$ cat config.mk
export PLATFORM = sky130hd
export DESIGN_NAME = dgpc_top
export DESIGN_NICKNAME = d
export VERILOG_FILES = /design/src/dgpc_change_det.v /design/src/dgpc_sync.v /design/src/dgpc_top.v
export VERILOG_INCLUDE_DIRS = /design/src
export SDC_FILE = /design/constraint.sdc
export NUM_CORES = 1
export LEC_CHECK = 0
export BUFFER_PORTS_ARGS = -buffer_cell sky130_fd_sc_hd__buf_2
export CORE_MARGIN = 2
export CORE_UTILIZATION = 35
export CTS_CLUSTER_DIAMETER = 80
export DETAILED_ROUTE_END_ITERATION = 8
export PLACE_DENSITY = 0.64
export RECOVER_POWER = 50
export SLEW_MARGIN = 0
export SYNTH_ARGS = -nofsm -noshare
export SYNTH_HDL_FRONTEND = slang
export SYNTH_HIERARCHICAL = 1
export SYNTH_SLANG_ARGS = --single-unit
$ cat constraint.sdc
create_clock -name mclk -period 3.2 [get_ports mclk]
set_input_delay 0.16 -clock mclk [delete_from_list [all_inputs] [get_ports mclk]]
set_output_delay 0.16 -clock mclk [all_outputs]
set_load 0.1 [all_outputs]
$ cat src/dgpc_defines.vh
`ifndef DGPC_DEFINES_VH
`define DGPC_DEFINES_VH

// register offsets
`define DGPC_ADDR_W 8
`define DGPC_OFS_FIRST_DATA 8'h05
`define DGPC_OFS_SECOND_DATA 8'h06
`define DGPC_OFS_INT_CTRL 8'h0B
`define DGPC_OFS_CMP_CTRL 8'h1F
`define DGPC_OFS_OPTIONS 8'h81
`define DGPC_OFS_FIRST_DIR 8'h85
`define DGPC_OFS_SECOND_DIR 8'h86

// widths
`define DGPC_FIRST_W 5
`define DGPC_SECOND_W 8
`define DGPC_CHG_W 4

// reset values
`define DGPC_RST_OPTIONS 8'hFF
`define DGPC_RST_FIRST_DIR 5'h1F
`define DGPC_RST_SECOND_DIR 8'hFF
`define DGPC_RST_FIRST_DATA 5'h00
`define DGPC_RST_SECOND_DATA 8'h00
`define DGPC_RST_CMP_MODE 3'h0
`define DGPC_RST_INT_CTRL 2'h0

// field positions
`define DGPC_BIT_PULLUP_DIS_N 7
`define DGPC_BIT_CHG_FLAG 0
`define DGPC_BIT_CHG_EN 3
`define DGPC_BIT_CMP_MODE_LO 0
`define DGPC_BIT_CMP_MODE_HI 2
`define DGPC_BIT_CMP_SWAP 3
`define DGPC_BIT_CMP1_RES 6
`define DGPC_BIT_CMP2_RES 7
`define DGPC_BIT_OPEN_DRAIN 4
`define DGPC_BIT_CMP1_PIN 3
`define DGPC_BIT_CMP2_PIN 4

// comparator modes
`define DGPC_CMP_OFF 3'h7
`define DGPC_CMP_PIN_OUT 3'h6
`define DGPC_MASK_NONE 5'h00
`define DGPC_MASK_OUT_MODE 5'h07
`define DGPC_MASK_ALL_IN 5'h0F

`endif

$ cat src/dgpc_change_det.v
`timescale 1ns/1ps
`default_nettype none

module dgpc_change_det #(
    parameter WIDTH = 4
) (
    // clock and reset
    input wire mclk,
    input wire rst_n,
    // synchronised pins and their direction bits
    input wire [WIDTH-1:0] pin_lvl,
    input wire [WIDTH-1:0] dir_in,
    // any access of the second port
    input wire port_access,
    // mismatch summary
    output wire mismatch
);

reg [WIDTH-1:0] snap_ff;
wire [WIDTH-1:0] nxt_snap;

// snapshot refreshed on every read or write of the port
assign nxt_snap = port_access ? pin_lvl : snap_ff;

always @(posedge mclk or negedge rst_n) begin
    if (!rst_n) begin
        snap_ff <= {WIDTH{1'b0}};
    end else begin
        snap_ff <= nxt_snap;
    end
end

// outputs excluded; access cycle masked so no change is judged against a stale copy
assign mismatch = (|((pin_lvl ^ snap_ff) & dir_in)) & ~port_access;

endmodule

`default_nettype wire

$ cat src/dgpc_sync.v
`timescale 1ns/1ps
`default_nettype none

module dgpc_sync #(
    parameter WIDTH = 1
) (
    // clock and reset
    input wire mclk,
    input wire rst_n,
    // asynchronous level in, synchronised level out
    input wire [WIDTH-1:0] async_in,
    output wire [WIDTH-1:0] sync_out
);

reg [WIDTH-1:0] meta_ff;
reg [WIDTH-1:0] sync_ff;

// first stage feeds only the second stage
always @(posedge mclk or negedge rst_n) begin
    if (!rst_n) begin
        meta_ff <= {WIDTH{1'b0}};
        sync_ff <= {WIDTH{1'b0}};
    end else begin
        meta_ff <= async_in;
        sync_ff <= meta_ff;
    end
end

assign sync_out = sync_ff;

endmodule

`default_nettype wire

$ cat src/dgpc_top.v
// Contract
// - first port is a 5-bit output latch; bits above 4 read zero.
// - direction one floats the pin, zero drives the latch value.
// - port reads return pin levels; writes only update the latch.
// - only bit set or clear is a read-modify-write; a plain port write stores reg_wdata in the latch.
// - bit set or clear reads all pins; input latch bits take pin level.
// - first-port pin 4 is open drain and feeds the timer clock.
// - first-port pins used as comparator inputs read as zero.
// - reset makes first port all inputs, digital inputs off on pins 0..3 (pin 4 stays digital), analog grounded.
// - direction bits still steer drivers in comparator-input use.
// - comparator output mode drives results onto first-port pins 3 and 4.
// - second port is 8-bit bidirectional with its own direction register.
// - clearing option bit 7 enables all second-port weak pull-ups.
// - a pull-up turns off while its pin is an output.
// - pull-ups are off after power-on reset.
// - only second-port pins 7..4 set as inputs join change detection.
// - inputs compared with copy from last port read or write; OR sets change flag.
// - change flag can wake the device from sleep.
// - mismatch keeps setting flag; any port access ends the mismatch.
// - a pin change during the port read sample may miss the flag.
// - second-port pin 0 also serves as external interrupt input.
// - writes land at end of cycle; read data sampled at cycle start.
`timescale 1ns/1ps
`default_nettype none
`include "dgpc_defines.vh"

module dgpc_top #(
    parameter FIRST_W = `DGPC_FIRST_W,
    parameter SECOND_W = `DGPC_SECOND_W,
    parameter CHG_W = `DGPC_CHG_W
) (
    // clock and reset
    input wire mclk,
    input wire rst_b,
    // register port
    input wire [`DGPC_ADDR_W-1:0] reg_addr,
    input wire [7:0] reg_wdata,
    input wire reg_wr,
    input wire reg_rd,
    output wire [7:0] reg_rdata,
    // core bit operations on the addressed register
    input wire reg_bset,
    input wire reg_bclr,
    input wire [2:0] reg_bit,
    // first port pins
    input wire [FIRST_W-1:0] first_port_in,
    output wire [FIRST_W-1:0] first_port_out,
    output wire [FIRST_W-1:0] first_port_oe,
    // second port pins
    input wire [SECOND_W-1:0] second_port_in,
    output wire [SECOND_W-1:0] second_port_out,
    output wire [SECOND_W-1:0] second_port_oe,
    output wire [SECOND_W-1:0] second_port_pullup_en,
    // analog side
    input wire cmp1_result,
    input wire cmp2_result,
    output wire [FIRST_W-1:0] analog_input_sel,
    output wire [FIRST_W-1:0] digital_input_en,
    // shared-pin taps
    output wire timer_clock_in,
    output wire external_interrupt_in,
    output wire [6:0] timer_options,
    // change event
    output wire port_change_flag,
    output wire wake_request
);

// reset release through two flops
reg rst_meta_ff;
reg rst_sync_ff;
wire rst_n;

always @(posedge mclk or negedge rst_b) begin
    if (!rst_b) begin
        rst_meta_ff <= 1'b0;
        rst_sync_ff <= 1'b0;
    end else begin
        rst_meta_ff <= 1'b1;
        rst_sync_ff <= rst_meta_ff;
    end
end

assign rst_n = rst_sync_ff;

// synchronised pin levels
wire [FIRST_W-1:0] first_lvl;
wire [SECOND_W-1:0] second_lvl;

dgpc_sync #(
    .WIDTH(FIRST_W)
) u_sync_first (
    .mclk(mclk),
    .rst_n(rst_n),
    .async_in(first_port_in),
    .sync_out(first_lvl)
);

dgpc_sync #(
    .WIDTH(SECOND_W)
) u_sync_second (
    .mclk(mclk),
    .rst_n(rst_n),
    .async_in(second_port_in),
    .sync_out(second_lvl)
);

// registers
reg [FIRST_W-1:0] first_data_ff;
reg [FIRST_W-1:0] first_dir_ff;
reg [SECOND_W-1:0] second_data_ff;
reg [SECOND_W-1:0] second_dir_ff;
reg [7:0] options_ff;
reg [2:0] cmp_mode_ff;
reg cmp_swap_ff;
reg chg_en_ff;
reg chg_flag_ff;
reg [7:0] rdata_ff;

reg [FIRST_W-1:0] nxt_first_data;
reg [FIRST_W-1:0] nxt_first_dir;
reg [SECOND_W-1:0] nxt_second_data;
reg [SECOND_W-1:0] nxt_second_dir;
reg [7:0] nxt_options;
reg [2:0] nxt_cmp_mode;
reg nxt_cmp_swap;
reg nxt_chg_en;
reg nxt_chg_flag;
wire [7:0] nxt_rdata;

// comparator mode to analog-input pin mask
function [4:0] analog_mask;
    input [2:0] mode;
    begin
        if (mode == `DGPC_CMP_OFF) begin
            analog_mask = `DGPC_MASK_NONE;
        end else if (mode == `DGPC_CMP_PIN_OUT) begin
            analog_mask = `DGPC_MASK_OUT_MODE;
        end else begin
            analog_mask = `DGPC_MASK_ALL_IN;
        end
    end
endfunction

// bit set or clear applied to a value read back
function [7:0] bit_modify;
    input [7:0] base;
    input [2:0] idx;
    input set_not_clr;
    reg [7:0] one_hot;
    begin
        one_hot = 8'h01 << idx;
        if (set_not_clr) begin
            bit_modify = base | one_hot;
        end else begin
            bit_modify = base & ~one_hot;
        end
    end
endfunction

wire [FIRST_W-1:0] ana_sel;
wire cmp_pin_out;
wire [FIRST_W-1:0] first_read;

assign ana_sel = analog_mask(cmp_mode_ff);
assign cmp_pin_out = (cmp_mode_ff == `DGPC_CMP_PIN_OUT);
// analog-selected pins read zero; digital path gated off
assign first_read = first_lvl & ~ana_sel;

// read view of each register
reg [7:0] read_view;

always @* begin
    if (reg_addr == `DGPC_OFS_FIRST_DATA) begin
        read_view = {3'h0, first_read};
    end else if (reg_addr == `DGPC_OFS_SECOND_DATA) begin
        read_view = second_lvl;
    end else if (reg_addr == `DGPC_OFS_FIRST_DIR) begin
        read_view = {3'h0, first_dir_ff};
    end else if (reg_addr == `DGPC_OFS_SECOND_DIR) begin
        read_view = second_dir_ff;
    end else if (reg_addr == `DGPC_OFS_OPTIONS) begin
        read_view = options_ff;
    end else if (reg_addr == `DGPC_OFS_INT_CTRL) begin
        read_view = 8'h00;
        read_view[`DGPC_BIT_CHG_EN] = chg_en_ff;
        read_view[`DGPC_BIT_CHG_FLAG] = chg_flag_ff;
    end else if (reg_addr == `DGPC_OFS_CMP_CTRL) begin
        read_view = 8'h00;
        read_view[`DGPC_BIT_CMP2_RES] = cmp2_result;
        read_view[`DGPC_BIT_CMP1_RES] = cmp1_result;
        read_view[`DGPC_BIT_CMP_SWAP] = cmp_swap_ff;
        read_view[`DGPC_BIT_CMP_MODE_HI:`DGPC_BIT_CMP_MODE_LO] = cmp_mode_ff;
    end else begin
        read_view = 8'h00;
    end
end

// a bit op stores the modified read view, so inputs take pin level; a plain write stores reg_wdata
wire any_wr;
wire [7:0] wr_val;

assign any_wr = reg_wr | reg_bset | reg_bclr;
assign wr_val = reg_wr ? reg_wdata : bit_modify(read_view, reg_bit, reg_bset);

// port read data sampled at the strobe, shown only in the next cycle
assign nxt_rdata = reg_rd ? read_view : 8'h00;

// second port access ends a pending mismatch
wire second_access;
wire chg_mismatch;

assign second_access = (reg_rd | any_wr) && (reg_addr == `DGPC_OFS_SECOND_DATA);

dgpc_change_det #(
    .WIDTH(CHG_W)
) u_change (
    .mclk(mclk),
    .rst_n(rst_n),
    .pin_lvl(second_lvl[SECOND_W-1:SECOND_W-CHG_W]),
    .dir_in(second_dir_ff[SECOND_W-1:SECOND_W-CHG_W]),
    .port_access(second_access),
    .mismatch(chg_mismatch)
);

// register next values
always @* begin
    nxt_first_data = first_data_ff;
    nxt_first_dir = first_dir_ff;
    nxt_second_data = second_data_ff;
    nxt_second_dir = second_dir_ff;
    nxt_options = options_ff;
    nxt_cmp_mode = cmp_mode_ff;
    nxt_cmp_swap = cmp_swap_ff;
    nxt_chg_en = chg_en_ff;
    nxt_chg_flag = chg_flag_ff;
    if (any_wr) begin
        if (reg_addr == `DGPC_OFS_FIRST_DATA) begin
            nxt_first_data = wr_val[FIRST_W-1:0];
        end else if (reg_addr == `DGPC_OFS_SECOND_DATA) begin
            nxt_second_data = wr_val;
        end else if (reg_addr == `DGPC_OFS_FIRST_DIR) begin
            nxt_first_dir = wr_val[FIRST_W-1:0];
        end else if (reg_addr == `DGPC_OFS_SECOND_DIR) begin
            nxt_second_dir = wr_val;
        end else if (reg_addr == `DGPC_OFS_OPTIONS) begin
            nxt_options = wr_val;
        end else if (reg_addr == `DGPC_OFS_INT_CTRL) begin
            nxt_chg_en = wr_val[`DGPC_BIT_CHG_EN];
            nxt_chg_flag = wr_val[`DGPC_BIT_CHG_FLAG];
        end else if (reg_addr == `DGPC_OFS_CMP_CTRL) begin
            nxt_cmp_mode = wr_val[`DGPC_BIT_CMP_MODE_HI:`DGPC_BIT_CMP_MODE_LO];
            nxt_cmp_swap = wr_val[`DGPC_BIT_CMP_SWAP];
        end
    end
    // a live mismatch wins over a software clear
    if (chg_mismatch) begin
        nxt_chg_flag = 1'b1;
    end
end

// writes land at the clock edge that ends the cycle
always @(posedge mclk or negedge rst_n) begin
    if (!rst_n) begin
        first_data_ff <= `DGPC_RST_FIRST_DATA;
        first_dir_ff <= `DGPC_RST_FIRST_DIR;
        second_data_ff <= `DGPC_RST_SECOND_DATA;
        second_dir_ff <= `DGPC_RST_SECOND_DIR;
        options_ff <= `DGPC_RST_OPTIONS;
        cmp_mode_ff <= `DGPC_RST_CMP_MODE;
        cmp_swap_ff <= 1'b0;
        chg_en_ff <= 1'b0;
        chg_flag_ff <= 1'b0;
        rdata_ff <= 8'h00;
    end else begin
        first_data_ff <= nxt_first_data;
        first_dir_ff <= nxt_first_dir;
        second_data_ff <= nxt_second_data;
        second_dir_ff <= nxt_second_dir;
        options_ff <= nxt_options;
        cmp_mode_ff <= nxt_cmp_mode;
        cmp_swap_ff <= nxt_cmp_swap;
        chg_en_ff <= nxt_chg_en;
        chg_flag_ff <= nxt_chg_flag;
        rdata_ff <= nxt_rdata;
    end
end

assign reg_rdata = rdata_ff;

// first port drivers
reg [FIRST_W-1:0] first_drive_val;

always @* begin
    first_drive_val = first_data_ff;
    // comparator results replace the latch on pins 3 and 4
    if (cmp_pin_out) begin
        first_drive_val[`DGPC_BIT_CMP1_PIN] = cmp1_result;
        first_drive_val[`DGPC_BIT_CMP2_PIN] = cmp2_result;
    end
end

// direction still rules the driver even for analog pins
reg [FIRST_W-1:0] first_oe_val;
reg [FIRST_W-1:0] first_out_val;

always @* begin
    first_oe_val = ~first_dir_ff;
    first_out_val = first_drive_val;
    // open drain: only ever pulls low
    first_oe_val[`DGPC_BIT_OPEN_DRAIN] = ~first_dir_ff[`DGPC_BIT_OPEN_DRAIN]
        & ~first_drive_val[`DGPC_BIT_OPEN_DRAIN];
    first_out_val[`DGPC_BIT_OPEN_DRAIN] = 1'b0;
end

assign first_port_oe = first_oe_val;
assign first_port_out = first_out_val;

// second port drivers
assign second_port_oe = ~second_dir_ff;
assign second_port_out = second_data_ff;

// one global enable, dropped per pin while it drives
assign second_port_pullup_en = {SECOND_W{~options_ff[`DGPC_BIT_PULLUP_DIS_N]}}
    & second_dir_ff;

// analog selection; grounding is done in the pad while selected
assign analog_input_sel = ana_sel;
assign digital_input_en = ~ana_sel;

// shared-pin taps, already synchronised; schmitt buffering lives in the pad
assign timer_clock_in = first_lvl[`DGPC_BIT_OPEN_DRAIN];
assign external_interrupt_in = second_lvl[0];
assign timer_options = options_ff[6:0];

// change flag and sleep wake, contention with a software clear resolved inside: mismatch wins
assign port_change_flag = chg_flag_ff;
assign wake_request = chg_flag_ff & chg_en_ff;

endmodule

`default_nettype wire

# Word-level counts from Yosys, hierarchy flattened
# Index checks and enable logic that the tools add are counted.
[classes]
n_addsub = 0
mul = 0
div = 0
magnitude_cmp = 0
n_eq_ne = 14
shift = 1
n_mux = 21
bitwise = 26
n_reduce_logical = 12
[op_table]
columns = ["cell", "count"]
rows = [
  ["two-way mux 8 bit", 10],
  ["== test 8 bit (second input constant)", 3],
  ["AND 8 bit", 2],
  ["== test 8 x 3 -> 1 bit (second input constant)", 2],
  ["inverter 8 bit", 2],
  ["AND reduction 7 bit", 2],
  ["inequality test 2 bit (second input constant)", 5],
  ["inverter 1 bit", 10],
  ["== test 8 x 4 -> 1 bit (second input constant)", 1],
  ["== test 8 x 5 -> 1 bit (second input constant)", 1],
  ["two-way mux 1 bit", 8],
  ["bitwise OR 8 bit", 1],
  ["AND reduction 8 bit", 1],
  ["<< shifter 1 x 3 -> 8 bit (first input constant)", 1],
  ["== test 3 bit (second input constant)", 2],
  ["AND reduction 6 bit", 1],
  ["AND 5 bit", 1],
  ["two-way mux 5 bit", 1],
  ["inverter 5 bit", 1],
  ["AND reduction 5 bit", 1],
  ["AND 4 bit", 1],
  ["two-way mux 4 bit", 1],
  ["inverter 4 bit", 1],
  ["AND reduction 4 bit", 1],
  ["9 further kinds", 14],
]
[totals]
register_bits = 80
latch_bits = 0
ram_bits = 0
rom_bits = 0
input_bits = 40
out_inout_bits = 63
wordCells = 91
mem_count = 0

# Depth between registers and ports, before layout
[depth]
depth_word = 19
ltp_mapped = 7
ltp_nobuf = 6

# By module
# Netlist, hierarchy kept.
[modules_own_cells]
columns = ["mod", "instances", "cells_each", "area_per_inst_um2", "seq_area_each_um2"]
rows = [
  ["dgpc_top", 1, 320, 3224.3, 1277.5],
  ["dgpc_sync (u_sync_second)", 1, 16, 400.4, 400.4],
  ["dgpc_sync (u_sync_first)", 1, 10, 250.2, 250.2],
  ["dgpc_change_det", 1, 15, 200.2, 100.1],
]

# Worst setup path after synthesis
# OpenSTA, ideal clock, no wires.
[synth_timing]
path_kind = "flip-flop to output port"
startpoint = "register cmp_mode_ff[2]"
endpoint = "output first_port_oe[4]"
arrival_ns = 3.676
required_time_ns = 3.040
path_slack_ns = -0.636
path_stages_with_launch = 5
n_path_buf = 0
cell_sequence = "dfrtp_1 nand2_1 nor2_1 nor2b_1 a211oi_1"
[synth_between]
elab_chain_cells = 4
[synth_rtl]
columns = ["element", "line", "rtl"]
rows = [
  ["start, declared", "dgpc_top.v:113", "reg [2:0] cmp_mode_ff;"],
  ["start signal, assigned", "dgpc_top.v:269", "cmp_mode_ff <= `DGPC_RST_CMP_MODE;"],
  ["start signal, assigned", "dgpc_top.v:280", "cmp_mode_ff <= nxt_cmp_mode;"],
  ["== test 3 bit (no line)", "-", ""],
  ["two-way mux 2 bit", "dgpc_top.v:296", "if (cmp_pin_out) begin"],
  ["inverter 1 bit", "dgpc_top.v:311", "& ~first_drive_val[`DGPC_BIT_OPEN_DRAIN];"],
  ["AND 1 bit", "dgpc_top.v:310", "first_oe_val[`DGPC_BIT_OPEN_DRAIN] = ~first_dir_ff[`DGPC_BIT_OPEN_DRAIN]"],
  ["end, declared", "dgpc_top.v:48", "output wire [FIRST_W-1:0] first_port_oe,"],
]
# No other way between the ends.

# Worst setup path in the final report
[layout_timing]
startpoint = "input reg_addr[7]"
endpoint = "register second_data_ff[7] (netlist: second_port_out[7])"
[layout_between]
elab_chain_cells = 11
elab_cells_between_ends = 20
cone_classes = "7 x eq/ne; 9 x mux; 3 x bitwise; 1 x reduce/logical"
[layout_rtl]
columns = ["element", "line", "rtl"]
rows = [
  ["start, declared", "dgpc_top.v:36", "input wire [`DGPC_ADDR_W-1:0] reg_addr,"],
  ["== test 8 x 5 -> 1 bit (no line)", "-", ""],
  ["two-way mux 8 bit", "dgpc_top.v:187", "end else if (reg_addr == `DGPC_OFS_CMP_CTRL) begin"],
  ["two-way mux 8 bit", "dgpc_top.v:183", "end else if (reg_addr == `DGPC_OFS_INT_CTRL) begin"],
  ["two-way mux 8 bit", "dgpc_top.v:181", "end else if (reg_addr == `DGPC_OFS_OPTIONS) begin"],
  ["two-way mux 8 bit", "dgpc_top.v:179", "end else if (reg_addr == `DGPC_OFS_SECOND_DIR) begin"],
  ["two-way mux 8 bit", "dgpc_top.v:177", "end else if (reg_addr == `DGPC_OFS_FIRST_DIR) begin"],
  ["two-way mux 8 bit", "dgpc_top.v:175", "end else if (reg_addr == `DGPC_OFS_SECOND_DATA) begin"],
  ["two-way mux 8 bit", "dgpc_top.v:173", "if (reg_addr == `DGPC_OFS_FIRST_DATA) begin"],
  ["AND 8 bit / bitwise OR 8 bit (equally long branches)", "dgpc_top.v:155, dgpc_top.v:153", ""],
  ["two-way mux 8 bit", "dgpc_top.v:152", "if (set_not_clr) begin"],
  ["two-way mux 8 bit", "dgpc_top.v:203", "assign wr_val = reg_wr ? reg_wdata : bit_modify(read_view, reg_bit, reg_bset);"],
  ["end signal, assigned", "dgpc_top.v:266", "second_data_ff <= `DGPC_RST_SECOND_DATA;"],
  ["end signal, assigned", "dgpc_top.v:277", "second_data_ff <= nxt_second_data;"],
  ["end, declared", "dgpc_top.v:110", "reg [SECOND_W-1:0] second_data_ff;"],
]
# Several ways; a longest one is shown, not always the timed one.
# A chain may end at the register's enable or synchronous reset.

==> metrics <==
CP cell instances=buf_2 -> nor4_2 -> and2_1 -> and3_1 -> mux2_2; Fin. Hold Viols=0; vias in the first global route=between 3000 and 4000; Post-synth EDFFs=0; Starting Density=a little over a third; most numerous cell in the Yosys netlist=dfrtp_1; status=complete, but fails checks; setup bufs post-CTS=0; synth unique cells=60; Detailed Route WL=10700 um; CP Data Arrival Time=2.26 ns; die span in x=approximately 110 um; initial DRC count=around 220; HPWL after detailed placement=7900 um; post-layout util=a little over two fifths; Total Power=0.00268 W; post-DR wirelength/cell=between 15 and 20 um; fin nets=between 400 and 500; Period minus WS final=approximately 2.0 ns; GR Overflow Total=0; Final ANT Viol Nets=0; Top delay family on crit path=simple AND/OR/NAND/NOR gates; failing checks=max-capacitance violations, max-slew violations; Placer Congestion=0.874; Syn Inst Count=361; worst-skew pair later-pin latency=0.34 ns; Max VDD drop=~380 uV; Yosys top cell by area=dfrtp_1; mapped cell area=about 4100 um2; Tcrit/Tclk final=63.7%; CTS Hold Buffers Added=14; total number of H-tree levels=3; number of port buffers=99; Seq cells post-synth=80; Top Ports=103; largest net degree at the start of global routing=approximately 80; leakage power=2.20 nW; post-synth top area share=36.2%; CP max FO=31; Root Buffer=clkbuf_16; CP max stage delay=0.62 ns; Crit. End Element=flip-flop; FF-to-FF setup slack=roughly 1.3 ns; Total GRT Usage=roughly 17%; Avg Vias per Cell=5.30; first-pass GRT wire length=16700 um; Mean Syn Cell Area=between 10 and 15 um2; Hold Path Class=in2async; clk slew on worst S/H paths=roughly 0.060 ns; routed via count=~3200; DRC Markers=0; fill cell count=roughly 1100; RSZ-0062 raised after global routing=no; initial antenna violation count=0; CP required=3.42 ns; Worst Skew=slightly below 0.009 ns; critical path buffer and inverter count=1; Max Slew Vio Count=between 70 and 80; Peak Freq=between 400 and 500 MHz; power per cell area=537 nW/um2; asr flop ratio synth=between 90% and 100%; crit path launch type=input port; CP max stage cell=nor4_2; Yosys warning count=6; share of layout cells above drive strength 1=37.5%; CTS Sinks=80; die height=around 110 um; TritonCTS clock tree=yes; commonest register cell after synthesis=dfrtp_1; Setup TNS Final=0 ns; Core Footprint=roughly 11000 um2; slew of the pin with the lowest slew margin=1.67 ns; relative slew slack=-11.1%; Total Die Area=12500 um2; sequential area share after synthesis=about 50%; synth top area cells=dfrtp_1 36%, dfstp_2 14%, mux2_2 8.6%; Max-cap violations=1; PostCTS Resize Cnt=0; Final Setup Violations=0; CTS Buf Count=9; Pre-antenna DRT Iters=5; CP Class=in2reg; most frequent cells after synthesis=59 x dfrtp_1, 31 x mux2_2, 21 x dfstp_2; P&R area growth vs syn=22.4%; FP Rows=39; clock buffer depth=2
-- through the flow --
| step | setup WS, ns | hold WS [ns] | instance area (um2) | instances |
|---|---|---|---|---|
| after global placement | 0.925 | -0.0555 | 4550 | 569 |
| after CTS | 1.19 | 0.116 | 5010 | 599 |
| after floorplan | 0.225 | -0.136 | 4090 | 363 |
| after global routing | 0.972 | 0.136 | 4980 | 599 |
| after detailed placement | 0.845 | -0.0544 | 4550 | 569 |
| final | 1.16 | 0.124 | 4990 | 600 |
-- flip-flops by register name, summed over array words and instances (netlist names) --
| signal | flops |
|---|---|
| rst_n | 1 |
| u_sync_first/meta_ff | 5 |
| chg_en_ff | 1 |
| options_ff | 8 |
| second_port_out | 8 |
| cmp_mode_ff | 3 |
| u_sync_second/sync_out | 8 |
| cmp_swap_ff | 1 |
| u_sync_first/sync_out | 5 |
| u_change/snap_ff | 4 |
| rst_meta_ff | 1 |
| second_dir_ff | 8 |
| port_change_flag | 1 |
| first_data_ff | 5 |
| reg_rdata | 8 |
| first_dir_ff | 5 |
| u_sync_second/meta_ff | 8 |
-- worst register-to-register path: cells and delay by family, from the launching register on --
| kind | cells | cell delay [ns] |
|---|---|---|
| simple gates | 1 | 0.30 |
| flops | 1 | 0.64 |
| compound gates | 3 | 0.68 |
| mux | 1 | 0.22 |
-- cells by family after synthesis --
logic type	synth area share, %
AOI/OAI and AO/OA	17.1
xor gates and xnor gates	0.860
buffers and inverters	6.97
DFF	49.8
muxes	10.2
other	0.184
and+or+nand+nor	14.9
-- layout by cell type, fill, tap and decap left out, types with 6 or more instances in the layout --
cell and count:
dlygate4sd3_1 14, clkbuf_1 20, o21ai_2 6, o211ai_1 7, dfrtp_1 58, nor2_1 15, buf_2 80, nor2b_1 9
nor4bb_1 6, o2bb2ai_1 7, clkbuf_16 9, nand2_1 20, nand4_1 6, a22oi_1 12, mux2_2 31, a21oi_1 19
inv_1 18, dfstp_2 21
-- path summary, 6_finish.rpt --
path / cells past startpoint / end / startpoint
min: 2 / rst_meta_ff / rst_b
max in group asynchronous: 0 / u_sync_second/meta_ff[0] / rst_n
min reg2reg: 0 / u_sync_second/sync_out[3] / u_sync_second/meta_ff[3]
min in group mclk: 3 / reg_rdata[4] / reg_rd
max: 5 / second_port_out[7] / reg_addr[7]
max reg2reg: 5 / second_port_out[7] / options_ff[7]
-- metal layers --
| layer | GRT usage, % | up-vias | share of wire [%] |
|---|---|---|---|
| met1 | 24.4 | 1540 | 45 |
| li1 | - | 1491 | - |
| met4 | 6.17 | 0 | 1.6 |
| met2 | 26.5 | 133 | 46 |
| met3 | 4.30 | 18 | 7.4 |
| met5 | 0 | - | 0 |
-- area by class of cell --
cell class | count | area [um2] | share of cell area [%]
Sequential cell | 80 | 2030 | 40.7
Multi-Input combinational cell | 229 | 1780 | 35.6
Timing Repair Buffer | 113 | 612 | 12.3
Clock buffer | 10 | 229 | 4.59
Tap cell | 143 | 179 | 3.59
Clock inverter | 6 | 92.6 | 1.86
Inverter | 18 | 67.6 | 1.35
Antenna cell | 1 | 2.50 | 0.0502
-- power by group --
| group | switching (W) | total, W | internal, W |
|---|---|---|---|
| registers | 0.0000504 | 0.00112 | 0.00107 |
| logic | 0.000355 | 0.000461 | 0.000107 |
| clock network | 0.000409 | 0.00110 | 0.000687 |
| total | 0.000814 | 0.00268 | 0.00186 |
(Power assumes the default switching activity.)
